===== src/shared/wait_gen_consts.svh =====
// Offsets, field positions, reset values and cycle tables of the wait-state generator.
// Assumes inclusion by bare name from the design files.
`ifndef WAIT_GEN_CONSTS_SVH
`define WAIT_GEN_CONSTS_SVH

`define WAIT_W              4
`define ADDR_DEC_W          8
`define CFG_ADDR            8'h00
`define WAITS_ADDR          8'h04
`define STATUS_ADDR         8'h08

`define CFG_EMUL_EN_BIT     0
`define CFG_FAST_BIT        1
`define CFG_TWO_CLK_BIT     2
`define CFG_LOCK_I_BIT      3
`define CFG_LOCK_D_BIT      4
`define CFG_PRIO_A_D_BIT    5
`define CFG_PRIO_B_D_BIT    6
`define CFG_RESET           7'h00

`define WAITS_BURST_LSB     0
`define WAITS_SIMPLE_LSB    8
`define BURST_MIN_RESET     4'h1
`define SIMPLE_MIN_RESET    4'h2
`define BURST_MIN_LO        4'h1
`define BURST_MIN_HI        4'h4
`define SIMPLE_MIN_LO       4'h2
`define SIMPLE_MIN_HI       4'h9

`define STATUS_BUSY_I_BIT   0
`define STATUS_BUSY_D_BIT   1
`define STATUS_LAST_I_LSB   8
`define STATUS_LAST_D_LSB   12

// Total cycles per access: emulation initial, burst, burst resume per mode; then target fast initial, plain, collision extra
`define CYC_N1_INIT         4'h3
`define CYC_N1_BURST        4'h2
`define CYC_N1_RESUME       4'h3
`define CYC_N2_INIT         4'h4
`define CYC_N2_BURST        4'h3
`define CYC_N2_RESUME       4'h4
`define CYC_F2_INIT         4'h5
`define CYC_F2_BURST        4'h3
`define CYC_F2_RESUME       4'h4
`define CYC_TGT_FAST_INIT   4'h2
`define CYC_PLAIN           4'h1
`define COLLIDE_EXTRA       4'h1

`endif


===== src/shared/wait_gen_pkg.sv =====
// Types shared by the wait-state generator modules.
// Assumes the constants header is on the include path.
`default_nettype none
package wait_gen_pkg;
    typedef enum logic [1:0] {
        ACC_INITIAL,
        ACC_BURST,
        ACC_RESUME
    } access_kind_type;

    typedef enum logic {
        ST_IDLE,
        ST_WAIT
    } wait_state_type;
endpackage
`default_nettype wire


===== src/verilog/bus_wait_counter.sv =====
// One bus's wait-state timer: loads a wait count, then releases ready.
// Assumes start only while idle and a target ready synchronous to clk_in.
`default_nettype none
module bus_wait_counter
    import wait_gen_pkg::*;
#(
    parameter int CNT_W = 4
) (
    input  wire logic             clk_in,
    input  wire logic             resetn_in,
    input  wire logic             start_in,
    input  wire logic [CNT_W-1:0] waits_in,
    input  wire logic             need_target_in,
    input  wire logic             target_rdy_in,
    output logic                  busy_out,
    output logic [CNT_W-1:0]      count_out,
    output logic                  rdy_out
);
    wait_state_type   state_ff;
    logic [CNT_W-1:0] cnt_ff;
    logic             need_ff;
    logic             seen_ff;

    // Narrower counters cannot hold the largest simple minimum
    if (CNT_W < 4) begin : g_width_check
        $error("bus_wait_counter: CNT_W must be at least 4");
    end

    // Target ready may come before the own minimum ends; remember it
    assign rdy_out   = (state_ff == ST_WAIT) && (cnt_ff == '0)
                       && (!need_ff || seen_ff || target_rdy_in);
    assign busy_out  = (state_ff == ST_WAIT);
    assign count_out = cnt_ff;

    always_ff @(posedge clk_in or negedge resetn_in) begin
        if (!resetn_in) begin
            state_ff <= ST_IDLE;
        end else begin
            case (state_ff)
                ST_IDLE: begin
                    if (start_in) begin
                        state_ff <= ST_WAIT;
                    end
                end
                ST_WAIT: begin
                    if (rdy_out) begin
                        state_ff <= ST_IDLE;
                    end
                end
                default: state_ff <= ST_IDLE;
            endcase
        end
    end

    always_ff @(posedge clk_in or negedge resetn_in) begin
        if (!resetn_in) begin
            cnt_ff  <= '0;
            need_ff <= 1'b0;
        end else if (start_in && (state_ff == ST_IDLE)) begin
            cnt_ff  <= waits_in;
            need_ff <= need_target_in;
        end else if ((state_ff == ST_WAIT) && (cnt_ff != '0)) begin
            cnt_ff  <= cnt_ff - 1'b1;
        end
    end

    always_ff @(posedge clk_in or negedge resetn_in) begin
        if (!resetn_in) begin
            seen_ff <= 1'b0;
        end else if (start_in && (state_ff == ST_IDLE)) begin
            seen_ff <= 1'b0;
        end else if ((state_ff == ST_WAIT) && target_rdy_in) begin
            seen_ff <= 1'b1;
        end
    end
endmodule // bus_wait_counter
`default_nettype wire


===== src/verilog/emul_wait_gen.sv =====
// Wait-state generator for overlay memory and target accesses, AHB-Lite configured.
// Assumes bus requests and target ready are synchronous to clk_in, the system clock.
//
// Operation
// - Memory access length is one or two system clocks, chosen by config.
// - Programmable burst minimum wait count, legal values one to four.
// - Programmable simple minimum wait count, legal values two to nine.
// - Bank collision between buses costs the non-priority bus one extra clock.
// - Inherent waits are total cycles minus one, compared with programmed minimum.
// - Too few inherent waits get extra waits up to the programmed minimum.
// - Fast two-clock first access takes five cycles (four waits) without collision.
// - Initial/burst minimum waits: 2/1, 3/2, 4/2 per speed setting.
// - Burst resume costs 2 waits normal one-clock, 3 in two-clock modes.
// - Target gets no minimum waits except one on fast initial access.
// - Emulation burst and synchronous accesses always get at least one wait.
// - Target ready comes after larger of table minimum and target waits.
// - Emulation waits are max of table, programmed, and locked target waits.
// - Fast mode with mapper adds one translation wait to initial accesses only.
// - Emulation memory off: no own waits, all accesses go to target.
// - With ready locking, emulation ready waits for target ready too.
`default_nettype none
`include "wait_gen_consts.svh"
module emul_wait_gen
    import wait_gen_pkg::*;
(
    input  wire logic        clk_in,
    input  wire logic        resetn_in,
    input  wire logic        hsel_in,
    input  wire logic [31:0] haddr_in,
    input  wire logic [1:0]  htrans_in,
    input  wire logic        hwrite_in,
    input  wire logic [2:0]  hsize_in,
    input  wire logic [31:0] hwdata_in,
    input  wire logic        hready_in,
    output logic             hreadyout_out,
    output logic             hresp_out,
    output logic [31:0]      hrdata_out,
    input  wire logic        i_bus_request_strobe_in,
    input  wire logic        i_burst_in,
    input  wire logic        i_resume_in,
    input  wire logic        i_emul_hit_in,
    input  wire logic        i_bank_in,
    output logic             i_rdy_out,
    output logic             i_to_emul_out,
    input  wire logic        d_bus_request_strobe_in,
    input  wire logic        d_burst_in,
    input  wire logic        d_resume_in,
    input  wire logic        d_emul_hit_in,
    input  wire logic        d_bank_in,
    output logic             d_rdy_out,
    output logic             d_to_emul_out,
    input  wire logic        target_rdy_in
);
    logic [6:0]          cfg_ff;
    logic [`WAIT_W-1:0]  burst_min_ff;
    logic [`WAIT_W-1:0]  simple_min_ff;
    logic [`WAIT_W-1:0]  last_i_ff;
    logic [`WAIT_W-1:0]  last_d_ff;
    logic [31:0]         hrdata_ff;
    logic                wr_pend_ff;
    logic [`ADDR_DEC_W-1:0] wr_addr_ff;
    logic                i_to_emul_ff;
    logic                d_to_emul_ff;

    logic emul_en;
    logic fast;
    logic two_clk;
    logic i_busy;
    logic d_busy;
    logic i_take;
    logic d_take;
    logic same_bank;
    logic data_prio;
    logic i_collide;
    logic d_collide;
    logic i_need_tgt;
    logic d_need_tgt;
    logic [`WAIT_W-1:0] i_waits;
    logic [`WAIT_W-1:0] d_waits;
    logic [`WAIT_W-1:0] i_count;
    logic [`WAIT_W-1:0] d_count;
    logic [`WAIT_W-1:0] wr_burst;
    logic [`WAIT_W-1:0] wr_simple;
    logic               addr_phase;
    access_kind_type    i_kind;
    access_kind_type    d_kind;

    assign emul_en = cfg_ff[`CFG_EMUL_EN_BIT];
    assign fast    = cfg_ff[`CFG_FAST_BIT];
    assign two_clk = cfg_ff[`CFG_TWO_CLK_BIT];

    function automatic access_kind_type kind_of(input logic burst, input logic resume);
        if (resume) begin
            return ACC_RESUME;
        end
        return burst ? ACC_BURST : ACC_INITIAL;
    endfunction

    // Fast mode forces the two-clock column; fast with one-clock memory is not a legal setup
    function automatic logic [`WAIT_W-1:0] calc_waits(input logic en, input logic fst,
                                                      input logic two, input logic hit,
                                                      input logic collide,
                                                      input access_kind_type kind,
                                                      input logic [`WAIT_W-1:0] bmin,
                                                      input logic [`WAIT_W-1:0] smin);
        logic [`WAIT_W-1:0] cyc;
        logic [`WAIT_W-1:0] prog;
        logic [`WAIT_W-1:0] inh;
        cyc  = `CYC_PLAIN;
        prog = '0;
        if (!en) begin
            cyc = `CYC_PLAIN;
        end else if (!hit) begin
            if (fst && (kind == ACC_INITIAL)) begin
                cyc = `CYC_TGT_FAST_INIT;
            end
        end else begin
            case (kind)
                ACC_INITIAL: cyc = fst ? `CYC_F2_INIT : (two ? `CYC_N2_INIT : `CYC_N1_INIT);
                ACC_BURST:   cyc = fst ? `CYC_F2_BURST : (two ? `CYC_N2_BURST : `CYC_N1_BURST);
                ACC_RESUME:  cyc = fst ? `CYC_F2_RESUME : (two ? `CYC_N2_RESUME : `CYC_N1_RESUME);
                default:     cyc = `CYC_PLAIN;
            endcase
            if (collide) begin
                cyc = cyc + `COLLIDE_EXTRA;
            end
            prog = (kind == ACC_INITIAL) ? smin : bmin;
        end
        inh = cyc - 1'b1;
        return (inh > prog) ? inh : prog;
    endfunction

    assign i_take    = i_bus_request_strobe_in && !i_busy;
    assign d_take    = d_bus_request_strobe_in && !d_busy;
    assign i_kind    = kind_of(i_burst_in, i_resume_in);
    assign d_kind    = kind_of(d_burst_in, d_resume_in);
    assign same_bank = (i_bank_in == d_bank_in);
    assign data_prio = i_bank_in ? cfg_ff[`CFG_PRIO_B_D_BIT] : cfg_ff[`CFG_PRIO_A_D_BIT];
    assign i_collide = i_take && d_take && emul_en && i_emul_hit_in && d_emul_hit_in
                       && same_bank && data_prio;
    assign d_collide = i_take && d_take && emul_en && i_emul_hit_in && d_emul_hit_in
                       && same_bank && !data_prio;
    assign i_waits   = calc_waits(emul_en, fast, two_clk, i_emul_hit_in, i_collide, i_kind,
                                  burst_min_ff, simple_min_ff);
    assign d_waits   = calc_waits(emul_en, fast, two_clk, d_emul_hit_in, d_collide, d_kind,
                                  burst_min_ff, simple_min_ff);
    // Target accesses always wait for target ready; emulation only when locked
    assign i_need_tgt = !(emul_en && i_emul_hit_in) || cfg_ff[`CFG_LOCK_I_BIT];
    assign d_need_tgt = !(emul_en && d_emul_hit_in) || cfg_ff[`CFG_LOCK_D_BIT];

    // Separate timers so both buses run concurrently
    bus_wait_counter #(.CNT_W(`WAIT_W)) u_i_cnt (
        .clk_in         (clk_in),
        .resetn_in      (resetn_in),
        .start_in       (i_take),
        .waits_in       (i_waits),
        .need_target_in (i_need_tgt),
        .target_rdy_in  (target_rdy_in),
        .busy_out       (i_busy),
        .count_out      (i_count),
        .rdy_out        (i_rdy_out)
    );

    bus_wait_counter #(.CNT_W(`WAIT_W)) u_d_cnt (
        .clk_in         (clk_in),
        .resetn_in      (resetn_in),
        .start_in       (d_take),
        .waits_in       (d_waits),
        .need_target_in (d_need_tgt),
        .target_rdy_in  (target_rdy_in),
        .busy_out       (d_busy),
        .count_out      (d_count),
        .rdy_out        (d_rdy_out)
    );

    always_ff @(posedge clk_in or negedge resetn_in) begin
        if (!resetn_in) begin
            i_to_emul_ff <= 1'b0;
            d_to_emul_ff <= 1'b0;
            last_i_ff    <= '0;
            last_d_ff    <= '0;
        end else begin
            if (i_take) begin
                i_to_emul_ff <= emul_en && i_emul_hit_in;
                last_i_ff    <= i_waits;
            end
            if (d_take) begin
                d_to_emul_ff <= emul_en && d_emul_hit_in;
                last_d_ff    <= d_waits;
            end
        end
    end
    assign i_to_emul_out = i_to_emul_ff;
    assign d_to_emul_out = d_to_emul_ff;

    // AHB-Lite slave, zero wait states, always OKAY
    assign addr_phase    = hsel_in && htrans_in[1] && hready_in;
    assign hreadyout_out = 1'b1;
    assign hresp_out     = 1'b0;
    assign hrdata_out    = hrdata_ff;
    assign wr_burst      = hwdata_in[`WAITS_BURST_LSB +: `WAIT_W];
    assign wr_simple     = hwdata_in[`WAITS_SIMPLE_LSB +: `WAIT_W];

    always_ff @(posedge clk_in or negedge resetn_in) begin
        if (!resetn_in) begin
            wr_pend_ff <= 1'b0;
            wr_addr_ff <= '0;
            hrdata_ff  <= '0;
        end else begin
            wr_pend_ff <= addr_phase && hwrite_in;
            if (addr_phase) begin
                wr_addr_ff <= haddr_in[`ADDR_DEC_W-1:0];
            end
            if (addr_phase && !hwrite_in) begin
                case (haddr_in[`ADDR_DEC_W-1:0])
                    `CFG_ADDR:    hrdata_ff <= {25'h0000000, cfg_ff};
                    `WAITS_ADDR:  hrdata_ff <= {20'h00000, simple_min_ff, 4'h0, burst_min_ff};
                    `STATUS_ADDR: hrdata_ff <= {16'h0000, last_d_ff, last_i_ff, 6'h00,
                                                d_busy, i_busy};
                    default:      hrdata_ff <= 32'h00000000;
                endcase
            end
        end
    end

    always_ff @(posedge clk_in or negedge resetn_in) begin
        if (!resetn_in) begin
            cfg_ff <= `CFG_RESET;
        end else if (wr_pend_ff && (wr_addr_ff == `CFG_ADDR)) begin
            cfg_ff <= hwdata_in[6:0];
        end
    end

    // Out-of-range minimums are refused so the counters never see an illegal value
    always_ff @(posedge clk_in or negedge resetn_in) begin
        if (!resetn_in) begin
            burst_min_ff  <= `BURST_MIN_RESET;
            simple_min_ff <= `SIMPLE_MIN_RESET;
        end else if (wr_pend_ff && (wr_addr_ff == `WAITS_ADDR)) begin
            if ((wr_burst >= `BURST_MIN_LO) && (wr_burst <= `BURST_MIN_HI)) begin
                burst_min_ff <= wr_burst;
            end
            if ((wr_simple >= `SIMPLE_MIN_LO) && (wr_simple <= `SIMPLE_MIN_HI)) begin
                simple_min_ff <= wr_simple;
            end
        end
    end
endmodule // emul_wait_gen
`default_nettype wire


===== config.mk =====
export PLATFORM = sky130hd
export DESIGN_NAME = emul_wait_gen
export DESIGN_NICKNAME = d
export VERILOG_FILES = /design/src/shared/wait_gen_pkg.sv /design/src/verilog/bus_wait_counter.sv /design/src/verilog/emul_wait_gen.sv
export VERILOG_INCLUDE_DIRS = /design/src /design/src/shared
export SDC_FILE = /design/constraint.sdc
export NUM_CORES = 1
export LEC_CHECK = 0
export BUFFER_PORTS_ARGS = -buffer_cell sky130_fd_sc_hd__buf_2
export CAP_MARGIN = 10
export CORE_ASPECT_RATIO = 1.75
export CORE_MARGIN = 1.5
export CORE_UTILIZATION = 55
export DETAILED_ROUTE_END_ITERATION = 10
export GPL_ROUTABILITY_DRIVEN = 0
export GPL_TIMING_DRIVEN = 0
export PLACE_DENSITY_LB_ADDON = 0.2
export SYNTH_ARGS = -nofsm -noshare
export SYNTH_HDL_FRONTEND = slang
export SYNTH_SLANG_ARGS = --single-unit

===== constraint.sdc =====
create_clock -name clk_in -period 6.5 [get_ports clk_in]
set_input_delay 1.3 -clock clk_in [delete_from_list [all_inputs] [get_ports clk_in]]
set_output_delay 1.3 -clock clk_in [all_outputs]
set_load 0.005 [all_outputs]

# [Word-level counts from Yosys, hierarchy flattened]
# Index checks and enable logic that the tools add are counted.
[totals] ram_bits=0 memories=0 mem_bits_ro=0 latch_bits=0 out_inout_bits=38 reg_bits=80
[classes] shifts=0 n_reduce_logical=59 n_div=0 addsub=6 n_lt_le_gt_ge=6 mul=0 muxes=51 n_eq_ne=8 bitwise_logic=2
[ops] cell="two-way mux 4 bit" count=23
[ops] cell="case mux 16 bit (3 select lines)" count=1
[ops] cell="logical AND 1 bit" count=31
[ops] cell="case mux 4 bit (3 select lines)" count=2
[ops] cell="== test 8 x 3 -> 1 bit, second input constant" count=2
[ops] cell="logical NOT 8 bit" count=2
[ops] cell="subtractor 4 x 1 -> 4 bit, second input constant" count=4
[ops] cell="two-way mux 1 bit" count=15
[ops] cell="two-way mux 2 bit" count=6
[ops] cell="adder 4 x 1 -> 4 bit, second input constant" count=2
[ops] cell="== test 8 x 4 -> 1 bit, second input constant" count=1
[ops] cell="> comparator 4 bit" count=2
[ops] cell="logical NOT 1 bit" count=8
[ops] cell="logical NOT 4 bit" count=2
[ops] cell="nonzero test 2 bit" count=4
[ops] cell="nonzero test 4 bit" count=2
[ops] cell="logical OR 1 bit" count=6
[ops] cell="two-way mux 3 bit" count=2
[ops] cell="== test 2 x 1 -> 1 bit, second input constant" count=2
[ops] cell="== test 2 bit, second input constant" count=2
[ops] cell="greater-or-equal comparator 4 x 1 -> 1 bit, second input constant" count=1
[ops] cell="greater-or-equal comparator 4 x 2 -> 1 bit, second input constant" count=1
[ops] cell="less-or-equal comparator 4 x 3 -> 1 bit, second input constant" count=1
[ops] cell="less-or-equal comparator 4 bit, second input constant" count=1
[ops] cell="5 further kinds" count=9

# [Depth between registers and ports, before layout]
[depth] ltp_word=15 mapped_depth=17

# [Cells and area by module]
# From an unflattened synthesis, not the netlist that was laid out.
[unflattened] hier_cells=421 area_unflattened_um2=4052.6
[modules_own_cells] module="emul_wait_gen" cells_per_inst=341 instances=1 seq_area_each_um2=1228.7 area_per_inst_um2=3286.9
[modules_own_cells] module="bus_wait_counter" cells_per_inst=40 instances=2 seq_area_each_um2=175.2 area_per_inst_um2=382.9

# [Least setup slack after synthesis]
# Ideal clock, no wire load.
[synth_path] path_kind="input port to flip-flop" startpoint="input port i_bank_in" endpoint="register u_d_cnt.cnt_ff[1], in the netlist u_d_cnt.count_out[1]" arrival_ps=4209 required_time_ps=6377 path_stages=14 setup_time_ps=123 setup_slack_ps=2168 path_cell_list="mux2_2 nor4_1 xor2_1 a21o_1 inv_1 ha_1 inv_1 ha_1 nor2b_1 o211ai_1 a21o_1 clkbuf_1 mux2i_1 o221a_2"
[synth_between] elab_chain_len=10 elab_cells_between_ends=12
[synth_lines] item="from (decl)" line="emul_wait_gen.sv:42" rtl="input wire logic i_bank_in,"
[synth_lines] item="== test 1 bit / two-way mux 1 bit (equally long branches)" line="emul_wait_gen.sv:137, emul_wait_gen.sv:138"
[synth_lines] item="logical AND 1 bit / logical NOT 1 bit (equally long branches)" line="emul_wait_gen.sv:142" rtl="&& same_bank && !data_prio;"
[synth_lines] item="logical AND 1 bit (*)" line="emul_wait_gen.sv:142"
[synth_lines] item="two-way mux 4 bit (*)" line="emul_wait_gen.sv:124" rtl="if (collide) begin"
[synth_lines] item="two-way mux 4 bit (*)" line="emul_wait_gen.sv:113" rtl="end else if (!hit) begin"
[synth_lines] item="two-way mux 4 bit (*)" line="emul_wait_gen.sv:111" rtl="if (!en) begin"
[synth_lines] item="subtractor 4 x 1 -> 4 bit (*)" line="emul_wait_gen.sv:129" rtl="inh = cyc - 1'b1;"
[synth_lines] item="> comparator 4 bit" line="emul_wait_gen.sv:130" rtl="return (inh > prog) ? inh : prog;"
[synth_lines] item="two-way mux 4 bit (*)" line="emul_wait_gen.sv:130"
[synth_lines] item="two-way mux 4 bit (*)" line="bus_wait_counter.sv:59" rtl="end else if (start_in && (state_ff == ST_IDLE)) begin"
[synth_lines] item="to (signal assigned)" line="bus_wait_counter.sv:60" rtl="cnt_ff <= waits_in;"
[synth_lines] item="to (signal assigned)" line="bus_wait_counter.sv:63" rtl="cnt_ff <= cnt_ff - 1'b1;"
[synth_lines] item="to (decl)" line="bus_wait_counter.sv:20" rtl="logic [CNT_W-1:0] cnt_ff;"
# Mark *: on every way between the ends. The rest lies on a longest branch, timed or not.
# A chain may end at the register's enable or synchronous reset.

# [Worst setup path after layout]
[layout_path] startpoint="input port i_resume_in" endpoint="register u_i_cnt.cnt_ff[1], in the netlist u_i_cnt.count_out[1]"
[layout_between] elab_chain_len=14 elab_cells_between_ends=21
[layout_lines] item="from (decl)" line="emul_wait_gen.sv:40" rtl="input wire logic i_resume_in,"
[layout_lines] item="two-way mux 1 bit (*)" line="emul_wait_gen.sv:93" rtl="if (resume) begin"
[layout_lines] item="two-way mux 2 bit (*)" line="emul_wait_gen.sv:96" rtl="return burst ? ACC_BURST : ACC_INITIAL;"
[layout_lines] item="== test 2 bit (tied with other cells)" line="emul_wait_gen.sv:118" rtl="case (kind)"
[layout_lines] item="case mux 4 bit (3 select lines)" line="emul_wait_gen.sv:118"
[layout_lines] item="two-way mux 4 bit" line="emul_wait_gen.sv:113"
[layout_lines] item="two-way mux 4 bit" line="emul_wait_gen.sv:111"
[layout_lines] item="adder 4 x 1 -> 4 bit (no line)"
[layout_lines] item="two-way mux 4 bit" line="emul_wait_gen.sv:124"
[layout_lines] item="two-way mux 4 bit" line="emul_wait_gen.sv:113"
[layout_lines] item="two-way mux 4 bit" line="emul_wait_gen.sv:111"
[layout_lines] item="subtractor 4 x 1 -> 4 bit" line="emul_wait_gen.sv:129"
[layout_lines] item="> comparator 4 bit" line="emul_wait_gen.sv:130"
[layout_lines] item="two-way mux 4 bit (*)" line="emul_wait_gen.sv:130"
[layout_lines] item="two-way mux 4 bit (*)" line="bus_wait_counter.sv:59"
[layout_lines] item="to (signal assigned)" line="bus_wait_counter.sv:60"
[layout_lines] item="to (signal assigned)" line="bus_wait_counter.sv:63"
[layout_lines] item="to (decl)" line="bus_wait_counter.sv:20"
# Mark *: on every way between the ends. The rest lies on a longest branch, timed or not. The select of a mux whose other input is x is not followed.

==> impl_metrics.env <==
export IMPL_drt_iter0_markers=153
export IMPL_synth_edf_count=0
export IMPL_n_antenna_cell=0
export IMPL_finalWorstSetupSlack_ns=1.80
export IMPL_min_period_ns=4.70
export IMPL_ys_flop_type="dfrtp_1"
export IMPL_synthTopCellsByArea="dfrtp_1 (38%), mux2_2 (5.9%), ha_1 (5.0%)"
export IMPL_ys_types=66
export IMPL_synthCells=429
export IMPL_grt_max_degree=34
export IMPL_grt_pass1_vias=3490
export IMPL_place_ws_ns=1.54
export IMPL_layout_worst_path_cycle_share_pct=72.4
export IMPL_die_x_um=67.8
export IMPL_row_count=41
export IMPL_critical_path_required_ns=6.77
export IMPL_timing_setup_tns_ns=0
export IMPL_final_hold_viol_count=0
export IMPL_worstSetupEndpointType="flop"
export IMPL_ys_seq_area_share_pct=39.1
export IMPL_yosys_top_cells_count="dfrtp_1 (61), a21oi_1 (36), nor2_1 (30)"
export IMPL_start_util_pct=56.2
export IMPL_drv_cap=0
export IMPL_setup_worst_path_class="in -> reg"
export IMPL_clk_path_buf_depth=2
export IMPL_multiInputGateArea_um2=2210
export IMPL_critical_path_max_fanout=9
export IMPL_setup_viol=0
export IMPL_dpl_hpwl_mm=7.72
export IMPL_ctsHoldBuffers=0
export IMPL_wl_per_cell_um=16.5
export IMPL_area_delta_synth_final_pct=18.0
export IMPL_die_area_um2=7880
export IMPL_rsz0062_at_grt="no"
export IMPL_ioPinCount=123
export IMPL_grt_usage_pct=27.4
export IMPL_dpl_cell_area_um2=4460
export IMPL_async_flop_share_pct=100
export IMPL_drc=0
export IMPL_worst_slew_pin_slew_ns=0.848
export IMPL_slew_headroom_pct=43.3
export IMPL_fin_area_um2=4760
export IMPL_min_path_cells=2
export IMPL_maxSlewViolCount=0
export IMPL_cts_sinks=63
export IMPL_worstHoldPathType="reg -> reg"
export IMPL_routed_via_density=5.86
export IMPL_cts_buffers=9
export IMPL_seqCellArea_um2=1580
export IMPL_h_tree_depth=3
export IMPL_p_total_uw=1400
export IMPL_insertion_delay_ns=0.33
export IMPL_yosysTopAreaCellShare_pct=37.8
export IMPL_start_kind="input pin"
export IMPL_netlist_area_um2=4040
export IMPL_die_h_um=116
export IMPL_fill_cells=603
export IMPL_grt_antenna_before_repair=0
export IMPL_p_leak_uw=0.00226
export IMPL_power_density_nw_per_um2=295
export IMPL_peakVddDrop_mv=0.150
export IMPL_grt_ovfl_total=0
export IMPL_post_cts_buffers=0
export IMPL_cts_resized=0
export IMPL_clock_skew_ns=0.00466
export IMPL_synth_seq_cells=63
export IMPL_cts_tree="done"
export IMPL_clk_pin_slew_ns=0.05
export IMPL_run_status="finished, final reports clean"
export IMPL_final_layout_size_suffix_gt1_share_pct=25.1
export IMPL_rr_worst_depth=15
export IMPL_design_core_area_um2=7180
export IMPL_synth_top_area_cell="dfrtp_1"
export IMPL_num_vias=3485
export IMPL_cp_arrival_ns=4.98
export IMPL_cts_root_buf="clkbuf_16"
export IMPL_postRouteAntennaNets=0
export IMPL_drt_pass1_iterations=4
export IMPL_num_nets_final=606
export IMPL_syn_area_per_cell_um2=9.41
export IMPL_synth_warnings=0
export IMPL_finalWirelength_mm=9.83
export IMPL_io_buffers=47
export IMPL_grt_pass1_wl_mm=16.1
export IMPL_max_freq_ghz=0.213
export IMPL_yosys_cell_count_top_type="dfrtp_1"
worst max-delay path: stages:
cell	delay (ns)
clkbuf_1	0.29
nor2b_1	0.12
o22ai_1	0.28
ha_1	0.30
nand4b_1	0.11
nor4_1	0.27
mux2i_1	0.29
xor2_1	0.29
inv_1	0.08
ha_1	0.32
o211a_1	0.14
o21ai_1	0.47
mux2i_1	0.44
o221a_2	0.26
cell usage in the layout, fill, tap and decap left out, types with 3 or more instances in the layout:
cell | Yosys | routed
nand4b_1 | 3 | 3
o22ai_1 | 3 | 3
a21oi_1 | 36 | 36
nor3_1 | 8 | 8
inv_1 | 20 | 20
a21o_1 | 7 | 7
clkbuf_1 | 10 | 10
conb_1 | 2 | 19
o31ai_1 | 5 | 5
nand2b_1 | 8 | 8
or3_1 | 3 | 3
nor2_1 | 30 | 30
nand2_1 | 28 | 28
mux2i_1 | 12 | 12
a22oi_1 | 8 | 8
or4_1 | 4 | 4
xnor2_1 | 3 | 3
dfrtp_1 | 61 | 61
buf_4 | 19 | 19
nand3b_1 | 3 | 3
nor2b_1 | 9 | 9
mux2_2 | 21 | 21
o21a_1 | 4 | 4
ha_1 | 16 | 16
xor2_1 | 8 | 8
o21ai_0 | 23 | 23
a211oi_1 | 3 | 3
buf_2 | 7 | 54
clkbuf_16 | 0 | 9
nand3_1 | 10 | 10
a22o_1 | 8 | 8
nor4_1 | 3 | 3
final timing paths:
check                                       end           from  slack (ns)
max                        u_i_cnt.count_out[1]    i_resume_in        1.80
min                               i_to_emul_out  i_to_emul_out        0.48
max reg2reg                u_i_cnt.count_out[1]      cfg_ff[1]        2.20
min reg2reg                       i_to_emul_out  i_to_emul_out        0.48
max in group asynchronous       u_i_cnt.need_ff      resetn_in        4.85
min in group asynchronous         hrdata_out[3]      resetn_in        1.02
power breakdown:
part	internal [uW]	switching, uW	total (uW)
Combinational	186	221	406
Clock	304	175	480
Sequential	461	56.6	518
sequential cells by signal (all words and copies together), names as in the netlist, 4 cells and up:
signal	count
hrdata_out	15
wr_addr_ff	8
cfg_ff	7
burst_min_ff	4
last_d_ff	4
last_i_ff	4
simple_min_ff	4
u_d_cnt.count_out	4
u_i_cnt.count_out	4
routing by layer:
metal,track usage (%),up-vias,part of all wire [%]
met3,5.30,30,4.1
met1,28.3,1698,36
met2,49.1,94,55
met4,17.0,0,4.3
met5,0,-,0
li1,-,1663,-
stage by stage:
| step | utilization (%) | hold WS [ns] | cells |
|---|---|---|---|
| after floorplan | - | 0.462 | 446 |
| after detailed placement | 62.1 | 0.467 | 580 |
| after global placement | 61.8 | 0.457 | 579 |
| after global routing | 66.3 | 0.503 | 595 |
| final | 66.3 | 0.476 | 595 |
| after CTS | 66.3 | 0.480 | 595 |
layout make-up:
| type | count | share of cell area, % |
|---|---|---|
| inverters | 21 | 1.68 |
| repair buffers | 48 | 5.36 |
| flip-flops and latches | 63 | 33.2 |
| plain buffers | 38 | 4.92 |
| clock buffers | 10 | 5.02 |
| clock inverters | 5 | 1.24 |
| multi-input cells | 324 | 46.3 |
| well taps | 86 | 2.26 |
cells by family (layout without fill, tap and decap cells):
family | count (synthesis) | count (layout) | share of synthesized area [%]
adder cells (fa/ha/maj) | 16 | 16 | 4.96
AO/OA/AOI/OAI | 115 | 115 | 18.3
other | 2 | 19 | 0.186
multiplexers | 34 | 34 | 9.12
AND/OR/NAND/NOR | 129 | 129 | 18.2
flip-flops | 63 | 63 | 39.1
buffers and inverters | 59 | 122 | 7.78
XOR/XNOR | 11 | 11 | 2.39
Power figures use the tool's default switching activity.
